--- src/rtl/utx_regs.svh ---
// Constants of the serial transmit path: counts, codes and reset levels
`ifndef UTX_REGS_SVH
`define UTX_REGS_SVH

// -----------------------------------------------------------------------
// Bit-rate prescaling
// -----------------------------------------------------------------------
`define UTX_PRESCALE_NORMAL 4'hF
`define UTX_PRESCALE_DOUBLE 4'h7
`define UTX_DIVISOR_WIDTH 12
`define UTX_COUNT_ZERO 12'h000

// -----------------------------------------------------------------------
// Frame format codes
// -----------------------------------------------------------------------
`define UTX_SIZE_NINE 3'h7
`define UTX_NINE_BITS 4'h9
`define UTX_DATA_BITS_MIN 4'h5
`define UTX_CHAR_WIDTH 9
`define UTX_FULL_MASK 9'h1FF

// -----------------------------------------------------------------------
// Line levels and reset values
// -----------------------------------------------------------------------
`define UTX_LINE_IDLE 1'b1
`define UTX_START_LEVEL 1'b0
`define UTX_STOP_LEVEL 1'b1
`define UTX_SHIFT_RESET 9'h000
`define UTX_BITCNT_RESET 4'h0

`endif

--- src/rtl/utx_pkg.sv ---
// Types shared by the serial transmit path
package utx_pkg;

	// Frame sequencer states
	typedef enum logic [2:0] {
		UTX_IDLE = 3'b000,
		UTX_START = 3'b001,
		UTX_DATA = 3'b010,
		UTX_PARITY = 3'b011,
		UTX_STOP1 = 3'b100,
		UTX_STOP2 = 3'b101
	} utx_state_t;

endpackage

--- src/rtl/utx_baud_gen.sv ---
// Bit-rate down-counter with reload and zero tick
`timescale 1ns/1ps
`include "utx_regs.svh"

module utx_baud_gen (
	input wire logic sys_clk,
	input wire logic rst,
	input wire logic [11:0] rateDivisor,
	input wire logic divisorLowWrite,
	output logic baudTick
);

	logic [11:0] count_r;
	logic [11:0] count_nxt;
	logic tick_r;
	wire atZero = (count_r == `UTX_COUNT_ZERO);
	wire reload = atZero | divisorLowWrite;

	// Reload at zero or on low divisor write
	assign count_nxt = reload ? rateDivisor : count_r - 12'h001;
	assign baudTick = tick_r;

	// Counter and registered tick
	always_ff @(posedge sys_clk) begin
		if (rst) begin
			count_r <= `UTX_COUNT_ZERO;
			tick_r <= 1'b0;
		end else begin
			count_r <= count_nxt;
			tick_r <= atZero;
		end
	end
endmodule

--- src/rtl/utx_buf2.sv ---
// Two-entry valid/ready buffer in front of the shift register
`timescale 1ns/1ps

module utx_buf2 #(
	parameter int WIDTH = 9,
	parameter int DEPTH = 2
) (
	input wire logic sys_clk,
	input wire logic rst,
	input wire logic inValid,
	output logic inReady,
	input wire logic [WIDTH-1:0] inData,
	output logic outValid,
	input wire logic outReady,
	output logic [WIDTH-1:0] outData
);

	localparam int AW = $clog2(DEPTH);
	localparam logic [AW:0] FULL = DEPTH[AW:0];

	logic [WIDTH-1:0] mem_r [DEPTH];
	logic [AW-1:0] wrPtr_r;
	logic [AW-1:0] rdPtr_r;
	logic [AW:0] count_r;
	wire push = inValid & inReady;
	wire pop = outValid & outReady;

	// Handshake and read selection
	assign inReady = (count_r != FULL);
	assign outValid = (count_r != '0);
	assign outData = mem_r[rdPtr_r];

	// Entry storage, one writer per entry
	for (genvar i = 0; i < DEPTH; i++) begin : g_entry
		always_ff @(posedge sys_clk) begin
			if (push && wrPtr_r == AW'(i)) begin
				mem_r[i] <= inData;
			end
		end
	end

	// Pointers and occupancy
	always_ff @(posedge sys_clk) begin
		if (rst) begin
			wrPtr_r <= '0;
			rdPtr_r <= '0;
			count_r <= '0;
		end else begin
			wrPtr_r <= push ? wrPtr_r + AW'(1) : wrPtr_r;
			rdPtr_r <= pop ? rdPtr_r + AW'(1) : rdPtr_r;
			count_r <= count_r + (AW+1)'(push) - (AW+1)'(pop);
		end
	end
endmodule

--- src/rtl/utx_transmitter.sv ---
// Serial transmit path: buffer, frame shifter, flags, clock selection
//
// Functional notes
// Parity is XOR of all data bits
// Odd parity inverts the XOR result
// Parity bit sits between data and stop
// Software sets rate and format before enabling
// Software changes format only while idle
// Software clears complete flag before each write
// Enable takes over the transmit pin
// Synchronous mode drives and uses serial clock
// Data write loads buffer, starting transmission
// Shifter loads when idle or after stop
// Frame sent at divisor, double-speed or clock
// Unused upper bits of short characters dropped
// Ninth bit set before writing low byte
// Empty flag high exactly while buffer empty
// Software writes zero to empty flag position
// Empty interrupt requested while flag set
// Data write clears the empty flag
// Empty handler writes data or disables interrupt
// Complete flag set when frame and buffer done
// Complete flag cleared by service or write-one
// Complete interrupt requested when flag set
// Disable waits for pending data, then releases
// Start low, data LSB first, parity, stops high
// Parity only when parity enable set
// Rate counter reloads at zero, ticks at zero
// Line idles high between frames
`timescale 1ns/1ps
`include "utx_regs.svh"

module utx_transmitter (
	input wire logic sys_clk,
	input wire logic rst,
	input wire logic txEnableBit,
	input wire logic [2:0] charSizeCode,
	input wire logic parityEnableBit,
	input wire logic parityOdd,
	input wire logic twoStopBits,
	input wire logic doubleSpeedBit,
	input wire logic syncMode,
	input wire logic syncMaster,
	input wire logic clockPolarity,
	input wire logic [11:0] rateDivisor,
	input wire logic rateDivisorLowWrite,
	input wire logic dataWrite,
	input wire logic [7:0] dataWriteByte,
	input wire logic txNinthBit,
	output logic dataWriteReady,
	output logic bufferEmptyFlag,
	output logic txCompleteFlag,
	input wire logic txCompleteClear,
	input wire logic txCompleteIrqAck,
	input wire logic bufferEmptyIrqEnable,
	input wire logic txCompleteIrqEnable,
	input wire logic globalIrqEnable,
	output logic bufferEmptyIrq,
	output logic txCompleteIrq,
	output logic txdOut,
	output logic txdOe,
	input wire logic serialClockIn,
	output logic serialClockOut,
	output logic serialClockOe
);

	// -------------------------------------------------------------------
	// Declarations
	// -------------------------------------------------------------------
	utx_pkg::utx_state_t state_r;
	utx_pkg::utx_state_t state_nxt;
	logic [8:0] shift_r;
	logic [8:0] shift_nxt;
	logic [3:0] bitCnt_r;
	logic [3:0] bitCnt_nxt;
	logic txd_r;
	logic txd_nxt;
	logic parity_r;
	logic parity_nxt;
	logic active_r;
	logic txc_r;
	logic [3:0] pre_r;
	logic clkPhase_r;
	logic sck1_r;
	logic sck2_r;
	logic sck3_r;
	logic sckLevel_r;
	logic baudTick;
	logic bufValid;
	logic [8:0] bufData;

	// -------------------------------------------------------------------
	// Character formatting on write
	// -------------------------------------------------------------------
	wire sizeNine = (charSizeCode == `UTX_SIZE_NINE);
	wire [3:0] dataBits = sizeNine ? `UTX_NINE_BITS :
		`UTX_DATA_BITS_MIN + {2'b00, charSizeCode[1:0]};
	wire [8:0] charMask = ~(`UTX_FULL_MASK << dataBits);
	// Ninth bit taken from control at write time
	wire [8:0] writeWord = {txNinthBit, dataWriteByte} & charMask;

	// -------------------------------------------------------------------
	// Transmit buffer and rate generator
	// -------------------------------------------------------------------
	wire loadNow;

	// Data write fills the buffer
	utx_buf2 #(
		.WIDTH(`UTX_CHAR_WIDTH),
		.DEPTH(2)
	) u_buf (
		.sys_clk(sys_clk),
		.rst(rst),
		.inValid(dataWrite),
		.inReady(dataWriteReady),
		.inData(writeWord),
		.outValid(bufValid),
		.outReady(loadNow),
		.outData(bufData)
	);

	utx_baud_gen u_baud (
		.sys_clk(sys_clk),
		.rst(rst),
		.rateDivisor(rateDivisor),
		.divisorLowWrite(rateDivisorLowWrite),
		.baudTick(baudTick)
	);

	// -------------------------------------------------------------------
	// Bit clock selection
	// -------------------------------------------------------------------
	wire [3:0] preLimit = doubleSpeedBit ? `UTX_PRESCALE_DOUBLE :
		`UTX_PRESCALE_NORMAL;
	wire sckAgree = (sck2_r == sck3_r);
	wire sckRise = sckAgree & sck3_r & !sckLevel_r;
	wire sckFall = sckAgree & !sck3_r & sckLevel_r;
	wire asyncTick = !syncMode & baudTick & (pre_r == preLimit);
	wire masterTick = syncMode & syncMaster & baudTick & !clkPhase_r;
	wire slaveTick = syncMode & !syncMaster &
		(clockPolarity ? sckFall : sckRise);
	// One strobe per bit period in every mode
	wire bitTick = asyncTick | masterTick | slaveTick;

	// Prescaler and master clock phase
	always_ff @(posedge sys_clk) begin
		if (rst) begin
			pre_r <= 4'h0;
			clkPhase_r <= 1'b0;
		end else begin
			pre_r <= !baudTick ? pre_r : (asyncTick ? 4'h0 : pre_r + 4'h1);
			clkPhase_r <= clkPhase_r ^ (baudTick & syncMode & active_r);
		end
	end

	// External clock: three stages, change once second and third agree
	always_ff @(posedge sys_clk) begin
		if (rst) begin
			sck1_r <= 1'b0;
			sck2_r <= 1'b0;
			sck3_r <= 1'b0;
			sckLevel_r <= 1'b0;
		end else begin
			sck1_r <= serialClockIn;
			sck2_r <= sck1_r;
			sck3_r <= sck2_r;
			sckLevel_r <= sckAgree ? sck3_r : sckLevel_r;
		end
	end

	// -------------------------------------------------------------------
	// Frame sequencer
	// -------------------------------------------------------------------
	wire inIdle = (state_r == utx_pkg::UTX_IDLE);
	wire frameEnd = bitTick & ((state_r == utx_pkg::UTX_STOP2) |
		((state_r == utx_pkg::UTX_STOP1) & !twoStopBits));
	// Take next word when idle or right after last stop
	assign loadNow = active_r & bitTick & bufValid & (inIdle | frameEnd);
	wire dataParity = ^bufData;

	// Next-state and line value
	always_comb begin
		state_nxt = state_r;
		shift_nxt = shift_r;
		bitCnt_nxt = bitCnt_r;
		txd_nxt = txd_r;
		parity_nxt = parity_r;
		if (loadNow) begin
			state_nxt = utx_pkg::UTX_START;
			shift_nxt = bufData;
			bitCnt_nxt = dataBits - 4'h1;
			parity_nxt = dataParity ^ parityOdd;
			txd_nxt = `UTX_START_LEVEL;
		end else if (bitTick) begin
			case (state_r)
				utx_pkg::UTX_START: begin
					state_nxt = utx_pkg::UTX_DATA;
					txd_nxt = shift_r[0];
					shift_nxt = shift_r >> 1;
				end
				utx_pkg::UTX_DATA: begin
					if (bitCnt_r != 4'h0) begin
						bitCnt_nxt = bitCnt_r - 4'h1;
						txd_nxt = shift_r[0];
						shift_nxt = shift_r >> 1;
					end else if (parityEnableBit) begin
						state_nxt = utx_pkg::UTX_PARITY;
						txd_nxt = parity_r;
					end else begin
						state_nxt = utx_pkg::UTX_STOP1;
						txd_nxt = `UTX_STOP_LEVEL;
					end
				end
				utx_pkg::UTX_PARITY: begin
					state_nxt = utx_pkg::UTX_STOP1;
					txd_nxt = `UTX_STOP_LEVEL;
				end
				utx_pkg::UTX_STOP1: begin
					state_nxt = twoStopBits ? utx_pkg::UTX_STOP2 :
						utx_pkg::UTX_IDLE;
				end
				default: begin
					state_nxt = utx_pkg::UTX_IDLE;
					txd_nxt = `UTX_LINE_IDLE;
				end
			endcase
		end
	end

	// Sequencer registers
	always_ff @(posedge sys_clk) begin
		if (rst) begin
			state_r <= utx_pkg::UTX_IDLE;
			shift_r <= `UTX_SHIFT_RESET;
			bitCnt_r <= `UTX_BITCNT_RESET;
			txd_r <= `UTX_LINE_IDLE;
			parity_r <= 1'b0;
		end else begin
			state_r <= state_nxt;
			shift_r <= shift_nxt;
			bitCnt_r <= bitCnt_nxt;
			txd_r <= txd_nxt;
			parity_r <= parity_nxt;
		end
	end

	// -------------------------------------------------------------------
	// Enable, flags and requests
	// -------------------------------------------------------------------
	wire drained = inIdle & !bufValid;
	wire txcSet = frameEnd & !bufValid;
	wire txcClear = txCompleteClear | txCompleteIrqAck;

	// Enable holds until pending data drains; set wins over clear
	always_ff @(posedge sys_clk) begin
		if (rst) begin
			active_r <= 1'b0;
			txc_r <= 1'b0;
		end else begin
			active_r <= txEnableBit | (active_r & !drained);
			txc_r <= txcSet | (txc_r & !txcClear);
		end
	end

	// Status, requests and pin control
	assign bufferEmptyFlag = !bufValid;
	assign txCompleteFlag = txc_r;
	assign bufferEmptyIrq = !bufValid & bufferEmptyIrqEnable &
		globalIrqEnable;
	assign txCompleteIrq = txc_r & txCompleteIrqEnable &
		globalIrqEnable;
	assign txdOut = txd_r;
	assign txdOe = active_r;
	assign serialClockOe = active_r & syncMode & syncMaster;
	assign serialClockOut = clkPhase_r ^ clockPolarity;
endmodule

--- config.mk ---
export PLATFORM = sky130hd
export DESIGN_NAME = utx_transmitter
export DESIGN_NICKNAME = d
export VERILOG_FILES = /design/src/rtl/utx_pkg.sv /design/src/rtl/utx_baud_gen.sv /design/src/rtl/utx_buf2.sv /design/src/rtl/utx_transmitter.sv
export VERILOG_INCLUDE_DIRS = /design/src /design/src/rtl
export SDC_FILE = /design/constraint.sdc
export NUM_CORES = 1
export LEC_CHECK = 0
export BUFFER_PORTS_ARGS = -buffer_cell sky130_fd_sc_hd__buf_2
export CAP_MARGIN = 20
export CORE_MARGIN = 1
export CORE_UTILIZATION = 40
export DETAILED_ROUTE_END_ITERATION = 16
export PLACE_DENSITY = 0.7
export RECOVER_POWER = 50
export SLEW_MARGIN = 5
export SYNTH_ARGS = -nofsm -noshare
export SYNTH_HDL_FRONTEND = slang
export SYNTH_SLANG_ARGS = --single-unit
--- constraint.sdc ---
create_clock -name sys_clk -period 2.6 [get_ports sys_clk]
set_input_delay 0.39 -clock sys_clk [delete_from_list [all_inputs] [get_ports sys_clk]]
set_output_delay 0.39 -clock sys_clk [all_outputs]
set_load 0.01 [all_outputs]
==> flow_summary.json, run 1 <==
{
  "finalCritPeriodShare": 0.952,
  "clkPwrFrac": 0.419,
  "synth_edf_count": 18,
  "synth_fp_nets": 396,
  "fillers": 787,
  "gp_congestion": 0.828,
  "setup_viol": 0,
  "synth_top_family_by_area": "simple AND/OR/NAND/NOR gates",
  "p_leak_nw": 1.67,
  "dr_total_vias": 2602,
  "vias_per_cell": 5.12,
  "synth_area_um2": 3360,
  "seq_power_share": 0.456,
  "layout_setup_ws_ns": 0.125,
  "min_path_type": "in2reg",
  "p_comb_frac": 0.125,
  "ys_types": 54,
  "drive_above_1_share": 0.211,
  "max_freq_mhz": 404,
  "worstSetupPathType": "reg2reg",
  "pre_cts_ws_ns": 0.0711,
  "p_sw_frac": 0.247,
  "fin_crit_ns": 2.47,
  "synthCells": 343,
  "row_count": 33,
  "overflow": 0,
  "start_util": 0.411,
  "status": "complete, no violations",
  "syn_avg_cell_area_um2": 9.79,
  "cp.arrival_ns": 2.66,
  "drcViolationCount": 0,
  "p_sw_mw": 0.620,
  "dp_hpwl_um": 4850,
  "seq_area_frac_synth": 0.441,
  "critPathRequiredTime_ns": 2.78,
  "crit_family": "compound AO/OA/AOI/OAI gates",
  "yosys_most_used_dff": "dfxtp_1",
  "fp.coreArea_um2": 8180,
  "io_pins": 51,
  "grt_pass1_wl_um": 11000,
  "first_pass_iters": 4,
  "fin_skew_ns": 0.0116,
  "crit_slowest_cell": "or3b_4",
  "yosysWarnings": 0,
  "diodes": 0,
  "crit_chain": "ha_1 -> or3b_4 -> a21oi_4 -> o21ai_4 -> buf_4 -> a21oi_1 -> a21oi_1 -> ha_1 -> o211ai_1 -> xor2_1 -> a211oi_2",
  "synthArstFlopShare": 0,
  "relSlewSlack": 0.466,
  "cts_buffers": 9,
  "cts_buffer_depth": 2,
  "p_int_mw": 1.89,
  "io_buffers": 50,
  "die_width_um": 93.6,
  "antenna_found_initial": 0,
  "critPathLaunchType": "register",
  "clk_latency_ns": 0.34,
  "grt_max_degree": 45,
  "synth.area.mux_share": 0.0630,
  "peakVddDrop_mv": 0.274,
  "dieArea_um2": 8770,
  "die_h_um": 93.6,
  "synthAdderAreaFrac": 0.0410,
  "hold_violations": 0,
  "synth_seq_cells": 65,
  "worstPathMaxFanout": 6,
  "clock-root-buffer": "clkbuf_8",
  "synth_xor_area_frac": 0.0876,
  "yosys.area_share.simple": 0.180,
  "syn2layout_area_growth_pct": 19.4,
  "nNetsFinal": 451,
  "drtIter0Drc": 105,
  "grt_pass1_vias": 2450,
  "cts_tree": "yes",
  "critPathBufInv": 1,
  "routed_wl_um": 6900,
  "gr-usage-all-layers": 0.164,
  "synth_compound_area_frac": 0.138,
  "max_cap_viol_count": 0,
  "cts_sinks": 65,
  "slowest_delay_ns": 0.38,
  "tightestPinTransition_ns": 0.801,
  "endpoint_kind": "register",
  "h-tree-depth": 3,
  "slew_viol_final": 0,
  "cts.clk_slew.worst_paths_ns": 0.08,
  "drtAntennaViolNets": 0,
  "p_per_area_nw_per_um2": 625,
  "post_drt_wl_per_cell_um": 13.6,
  "p_total_mw": 2.51
}
[routing by layer]
metal / wire, µm / track usage
met3: 343 / 0.0431
met2: 3310 / 0.259
met5: 0 / 0
met1: 3210 / 0.214
met4: 36 / 0.0615
[worst register-to-register path, delay by kind of cell, from the launching register on]
family          cells  cell delay (ns)
flops               1             0.35
fa+ha+maj           2             0.40
compound gates      6             0.78
xor+xnor            1             0.23
buf+inv             1             0.18
simple gates        1             0.38
[cells by family (layout without fill, tap and decap cells)]
logic type | Yosys count | count (layout)
adder cells (fa/ha/maj) | 11 | 11
AND/OR/NAND/NOR | 114 | 114
flip-flops | 65 | 65
multiplexers | 21 | 21
buffers and inverters | 38 | 98
AO/OA/AOI/OAI | 62 | 62
XOR/XNOR | 32 | 32
[state kept, by name, indices dropped and copies added (netlist names), named ones only]
register and cells:
sck1_r 1, sck2_r 1, sckLevel_r 1, u_buf.count_r 2, bitCnt_r 4, u_buf.wrPtr_r 1, u_buf.rdPtr_r 1, txdOut 1
parity_r 1, u_baud.count_r 12, sck3_r 1, shift_r 9, txdOe 1, state_r 3, u_baud.baudTick 1, pre_r 4
clkPhase_r 1, txCompleteFlag 1, u_buf.mem_r 18
[power groups by stage]
| stage | clock network (mW) | logic (mW) | registers (mW) |
|---|---|---|---|
| global placement | 0 | 0.306 | 1.16 |
| floorplan | 0 | 0.227 | 1.16 |
| detailed placement | 0 | 0.313 | 1.17 |
| global route | 1.11 | 0.352 | 1.15 |
| CTS | 1.06 | 0.315 | 1.14 |
| finish | 1.05 | 0.313 | 1.14 |
[stage by stage]
step | TNS, ns | hold slack (ns) | utilization | instance area (µm²) | cells
2_1_floorplan | 0 | 0.414 | - | 3360 | 343
3_3_place_gp | 0 | 0.418 | 0.455 | 3720 | 487
3_5_place_dp | 0 | 0.428 | 0.455 | 3720 | 487
4_1_cts | 0 | 0.221 | 0.484 | 3960 | 503
5_1_grt | -0.0193 | 0.212 | 0.490 | 4010 | 508
6_report | 0 | 0.233 | 0.490 | 4010 | 508
[cells in the mapped netlist, drive strengths merged, types with 2 or more instances]
| cell | count | area (µm²) |
|---|---|---|
| dfxtp | 47 | 941 |
| nor2 | 37 | 141 |
| a211oi | 25 | 188 |
| mux2i | 20 | 200 |
| edfxtp | 18 | 541 |
| nand2 | 18 | 70.1 |
| xor2 | 18 | 158 |
| inv | 17 | 63.8 |
| a21oi | 16 | 91.3 |
| nor2b | 15 | 93.8 |
| xnor2 | 13 | 114 |
| clkbuf | 12 | 45.0 |
| ha | 11 | 138 |
| buf | 9 | 56.3 |
| nand2b | 7 | 43.8 |
| nand3 | 7 | 40.0 |
| and3 | 5 | 31.3 |
| nor4 | 5 | 46.3 |
| or3 | 5 | 31.3 |
| nor3 | 4 | 20.0 |
| o211ai | 3 | 22.5 |
| o21ai | 3 | 15.0 |
| nand4 | 2 | 12.5 |
| nand4b | 2 | 17.5 |
| nor3b | 2 | 15.0 |
| o21bai | 2 | 15.0 |
| o221ai | 2 | 17.5 |
[cell usage in the layout, fill, tap and decap left out, types with 2 or more instances in the layout]
cell type and n:
a211oi_1 24, a21oi_1 15, and3_1 5, buf_2 41, buf_4 15, bufinv_16 3
clkbuf_1 10, clkbuf_8 9, dfxtp_1 45, dfxtp_2 2, edfxtp_1 18, ha_1 11
inv_1 16, mux2i_1 20, nand2_1 17, nand2b_1 7, nand3_1 7, nand4_1 2
nand4b_1 2, nor2_1 36, nor2b_1 15, nor3_1 4, nor3b_1 2, nor4_1 4
o211ai_1 3, o21ai_0 2, o21bai_1 2, o221ai_1 2, or3_1 5, xnor2_1 13
xor2_1 18
[path summary, 6_finish.rpt]
path	start	end	slack, ns	cells after the start
setup / recovery	sck3_r	bitCnt_r[2]	0.13	11
hold / removal	dataWriteByte[3]	u_buf.mem_r[0][3]	0.23	1
setup reg to reg	sck3_r	bitCnt_r[2]	0.13	11
hold reg to reg	sck1_r	sck2_r	0.43	1
[layout make-up]
type	instances	area [µm²]	share of cell area
Inverter	17	63.8	0.0159
Tap cell	105	131	0.0328
Clock inverter	6	115	0.0287
Multi-Input combinational cell	240	1740	0.433
Sequential cell	65	1480	0.370
Clock buffer	10	128	0.0318
Timing Repair Buffer	65	352	0.0877
[repair_timing]
action / CTS / global route
setup endpoints to repair: 0 / 2
hold buffers: 0 / 0
buffers inserted: 0 / 4
gates resized for setup: 0 / 5
No activity file was read; power rests on OpenSTA's default activity.
==> run 2, diff against run 1 <==
--- a/config.mk
+++ b/config.mk
@@ -6,12 +6,13 @@
 export SDC_FILE = /design/constraint.sdc
 export NUM_CORES = 1
 export LEC_CHECK = 0
+export ABC_AREA = 1
 export BUFFER_PORTS_ARGS = -buffer_cell sky130_fd_sc_hd__buf_2
 export CAP_MARGIN = 20
 export CORE_MARGIN = 1
 export CORE_UTILIZATION = 40
 export DETAILED_ROUTE_END_ITERATION = 16
-export PLACE_DENSITY = 0.7
+export PLACE_DENSITY = 0.71
 export RECOVER_POWER = 50
 export SLEW_MARGIN = 5
 export SYNTH_ARGS = -nofsm -noshare
==> run 2 against run 1 <==
Critical path type unchanged. Utilization decreased by 1.2 points. Highest routed layer unchanged. Synthesized cell count increased by 24%. Combinational power decreased by 5%.
==> flow_summary.json, run 2 <==
{
  "status": "complete, no violations",
  "synth_common_cells": "nand2_1 (108), inv_1 (57), dfxtp_1 (47)",
  "vias_per_cell": 4.79,
  "regArea_um2": 1480,
  "synthArstFlopShare": 0,
  "die_width_um": 92.7,
  "slew_viol_final": 0,
  "yosys.area_share.simple": 0.235,
  "yosysWarnings": 0,
  "max_freq_mhz": 429,
  "grt_max_degree": 28,
  "ys_types": 36,
  "pre_cts_ws_ns": 0.284,
  "fin_cells": 579,
  "tightestPinTransition_ns": 0.846,
  "drcViolationCount": 0,
  "p_leak_nw": 1.74,
  "grt_pass1_wl_um": 11100,
  "io_buffers": 50,
  "worstSetupPathType": "reg2reg",
  "multi_input_area_um2": 1500,
  "reg_top3": "u_buf.mem_r: 18 flops, u_baud.count_r: 12 flops, shift_r: 9 flops",
  "setup_viol": 0,
  "max_cap_viol_count": 0,
  "dp_cells": 564,
  "dr_total_vias": 2771,
  "synth.area.mux_share": 0,
  "synth_top_area_frac": 0.286,
  "critPathLaunchType": "register",
  "synth_top_family_by_area": "simple AND/OR/NAND/NOR gates",
  "p_sw_mw": 0.582,
  "h-tree-depth": 3,
  "cts_sinks": 65,
  "relSlewSlack": 0.434,
  "setup_tns_ns": 0,
  "netlist_top_cells_area": "dfxtp_1 (29%), edfxtp_1 (16%), nand2_1 (12%), inv_1 (6.5%), o21ai_0 (4.4%)",
  "row_count": 32,
  "nNetsFinal": 526,
  "clkPwrFrac": 0.360,
  "final_area_um2": 3760,
  "peakVddDrop_mv": 0.275,
  "fillers": 794,
  "syn_avg_cell_area_um2": 7.72,
  "gp_congestion": 0.786,
  "synth_xor_area_frac": 0.0453,
  "critPathRequiredTime_ns": 2.87,
  "cts_buffers": 9,
  "placed_cell_area_um2": 3590,
  "endpoint_kind": "register",
  "cts.clk_slew.worst_paths_ns": 0.07,
  "cts_tree": "yes",
  "syn2layout_area_growth_pct": 14.2,
  "synth_area_um2": 3290,
  "drtAntennaViolNets": 0,
  "synth_compound_area_frac": 0.135,
  "fin_skew_ns": 0.00894,
  "synth_seq_cells": 65,
  "fin_crit_ns": 2.33,
  "seq_power_share": 0.506,
  "seq_area_frac_synth": 0.451,
  "first_pass_iters": 5,
  "die_h_um": 92.7,
  "post_drt_wl_per_cell_um": 11.1,
  "hold_violations": 0,
  "clock-root-buffer": "clkbuf_8",
  "diodes": 0,
  "cts_resized": 0,
  "layout_setup_ws_ns": 0.271,
  "drive_above_1_share": 0.145,
  "post_cts.repair.setup_buffers": 0,
  "dp_hpwl_um": 4670,
  "fin_util": 0.479,
  "largest_reg_flops": 18,
  "fp.coreArea_um2": 7850,
  "final_cell_mix": "nand2_1 (108), inv_1 (57), dfxtp_1 (47)",
  "overflow": 0,
  "crit_start": "sck2_r",
  "antenna_found_initial": 0,
  "synthAdderAreaFrac": 0.0419,
  "cp.arrival_ns": 2.60,
  "hp-start": "dataWriteByte[4]",
  "synth_edf_count": 18,
  "synth_top_cell_by_area": "dfxtp_1",
  "p_int_mw": 1.64,
  "largest-register": "u_buf.mem_r",
  "timing.rr.start": "sck2_r",
  "clk_latency_ns": 0.34,
  "drtIter0Drc": 94,
  "finalCritPeriodShare": 0.896,
  "min_path_type": "in2reg",
  "holdWs_ns": 0.238,
  "cts_buffer_depth": 2,
  "worstPathMaxFanout": 17,
  "p_per_area_nw_per_um2": 593,
  "gr-usage-all-layers": 0.164,
  "p_sw_frac": 0.261,
  "synth.most_common_cell": "nand2_1",
  "synth_fp_nets": 479,
  "p_comb_frac": 0.134,
  "yosys_most_used_dff": "dfxtp_1",
  "p_total_mw": 2.23,
  "io_pins": 51,
  "routed_wl_um": 6400,
  "start_util": 0.419,
  "dieArea_um2": 8590,
  "rsz0062_at_grt": "false",
  "layout_commonest_cell": "nand2_1",
  "cts_hold_buf": 0,
  "grt_pass1_vias": 2646,
  "synthCells": 426
}
[run 2: power groups by stage]
stage                     registers (mW)  logic [mW]  clock network, mW
after detailed placement            1.15       0.301                  0
after floorplan                     1.14       0.218                  0
after global placement              1.15       0.292                  0
after CTS                           1.13       0.302              0.825
final                               1.13       0.298              0.802
after global routing                1.13       0.345              0.859
[run 2: worst max-delay path: stages, from the launching register on]
cell     delay [ns]
dfxtp_1        0.34
inv_1          0.06
ha_1           0.19
nand2_1        0.06
nand2_1        0.05
nand3_1        0.13
nand3_4        0.15
nand2_4        0.21
inv_4          0.10
ha_1           0.31
inv_1          0.06
ha_1           0.16
xor2_1         0.19
o21ai_0        0.10
a21oi_1        0.16
[run 2: layout make-up]
type,count,share of cell area
clock buffers,11,0.0350
well taps,102,0.0340
flip-flops and latches,65,0.394
clock inverters,4,0.0120
multi-input cells,286,0.400
repair buffers,50,0.0633
inverters,61,0.0616
[run 2: final timing paths]
path                       end  slack [ns]  cells past startpoint
min          u_buf.mem_r[1][4]        0.24                      1
max reg2reg   u_buf.count_r[1]        0.27                     14
max           u_buf.count_r[1]        0.27                     14
min reg2reg             sck2_r        0.41                      2
[run 2: logic make-up (layout without fill, tap and decap cells)]
kind of cell | after synthesis | after routing
simple gates | 180 | 180
fa+ha+maj | 11 | 11
xor+xnor | 17 | 17
compound gates | 78 | 78
flops | 65 | 65
buf+inv | 75 | 126
[run 2: routing by layer]
layer  track usage  share of wire  vias up
met1         0.202           0.49     1233
met3        0.0328          0.040       14
li1              -              -     1465
met5             0              0        -
met2         0.277           0.45       59
met4        0.0731          0.020        0
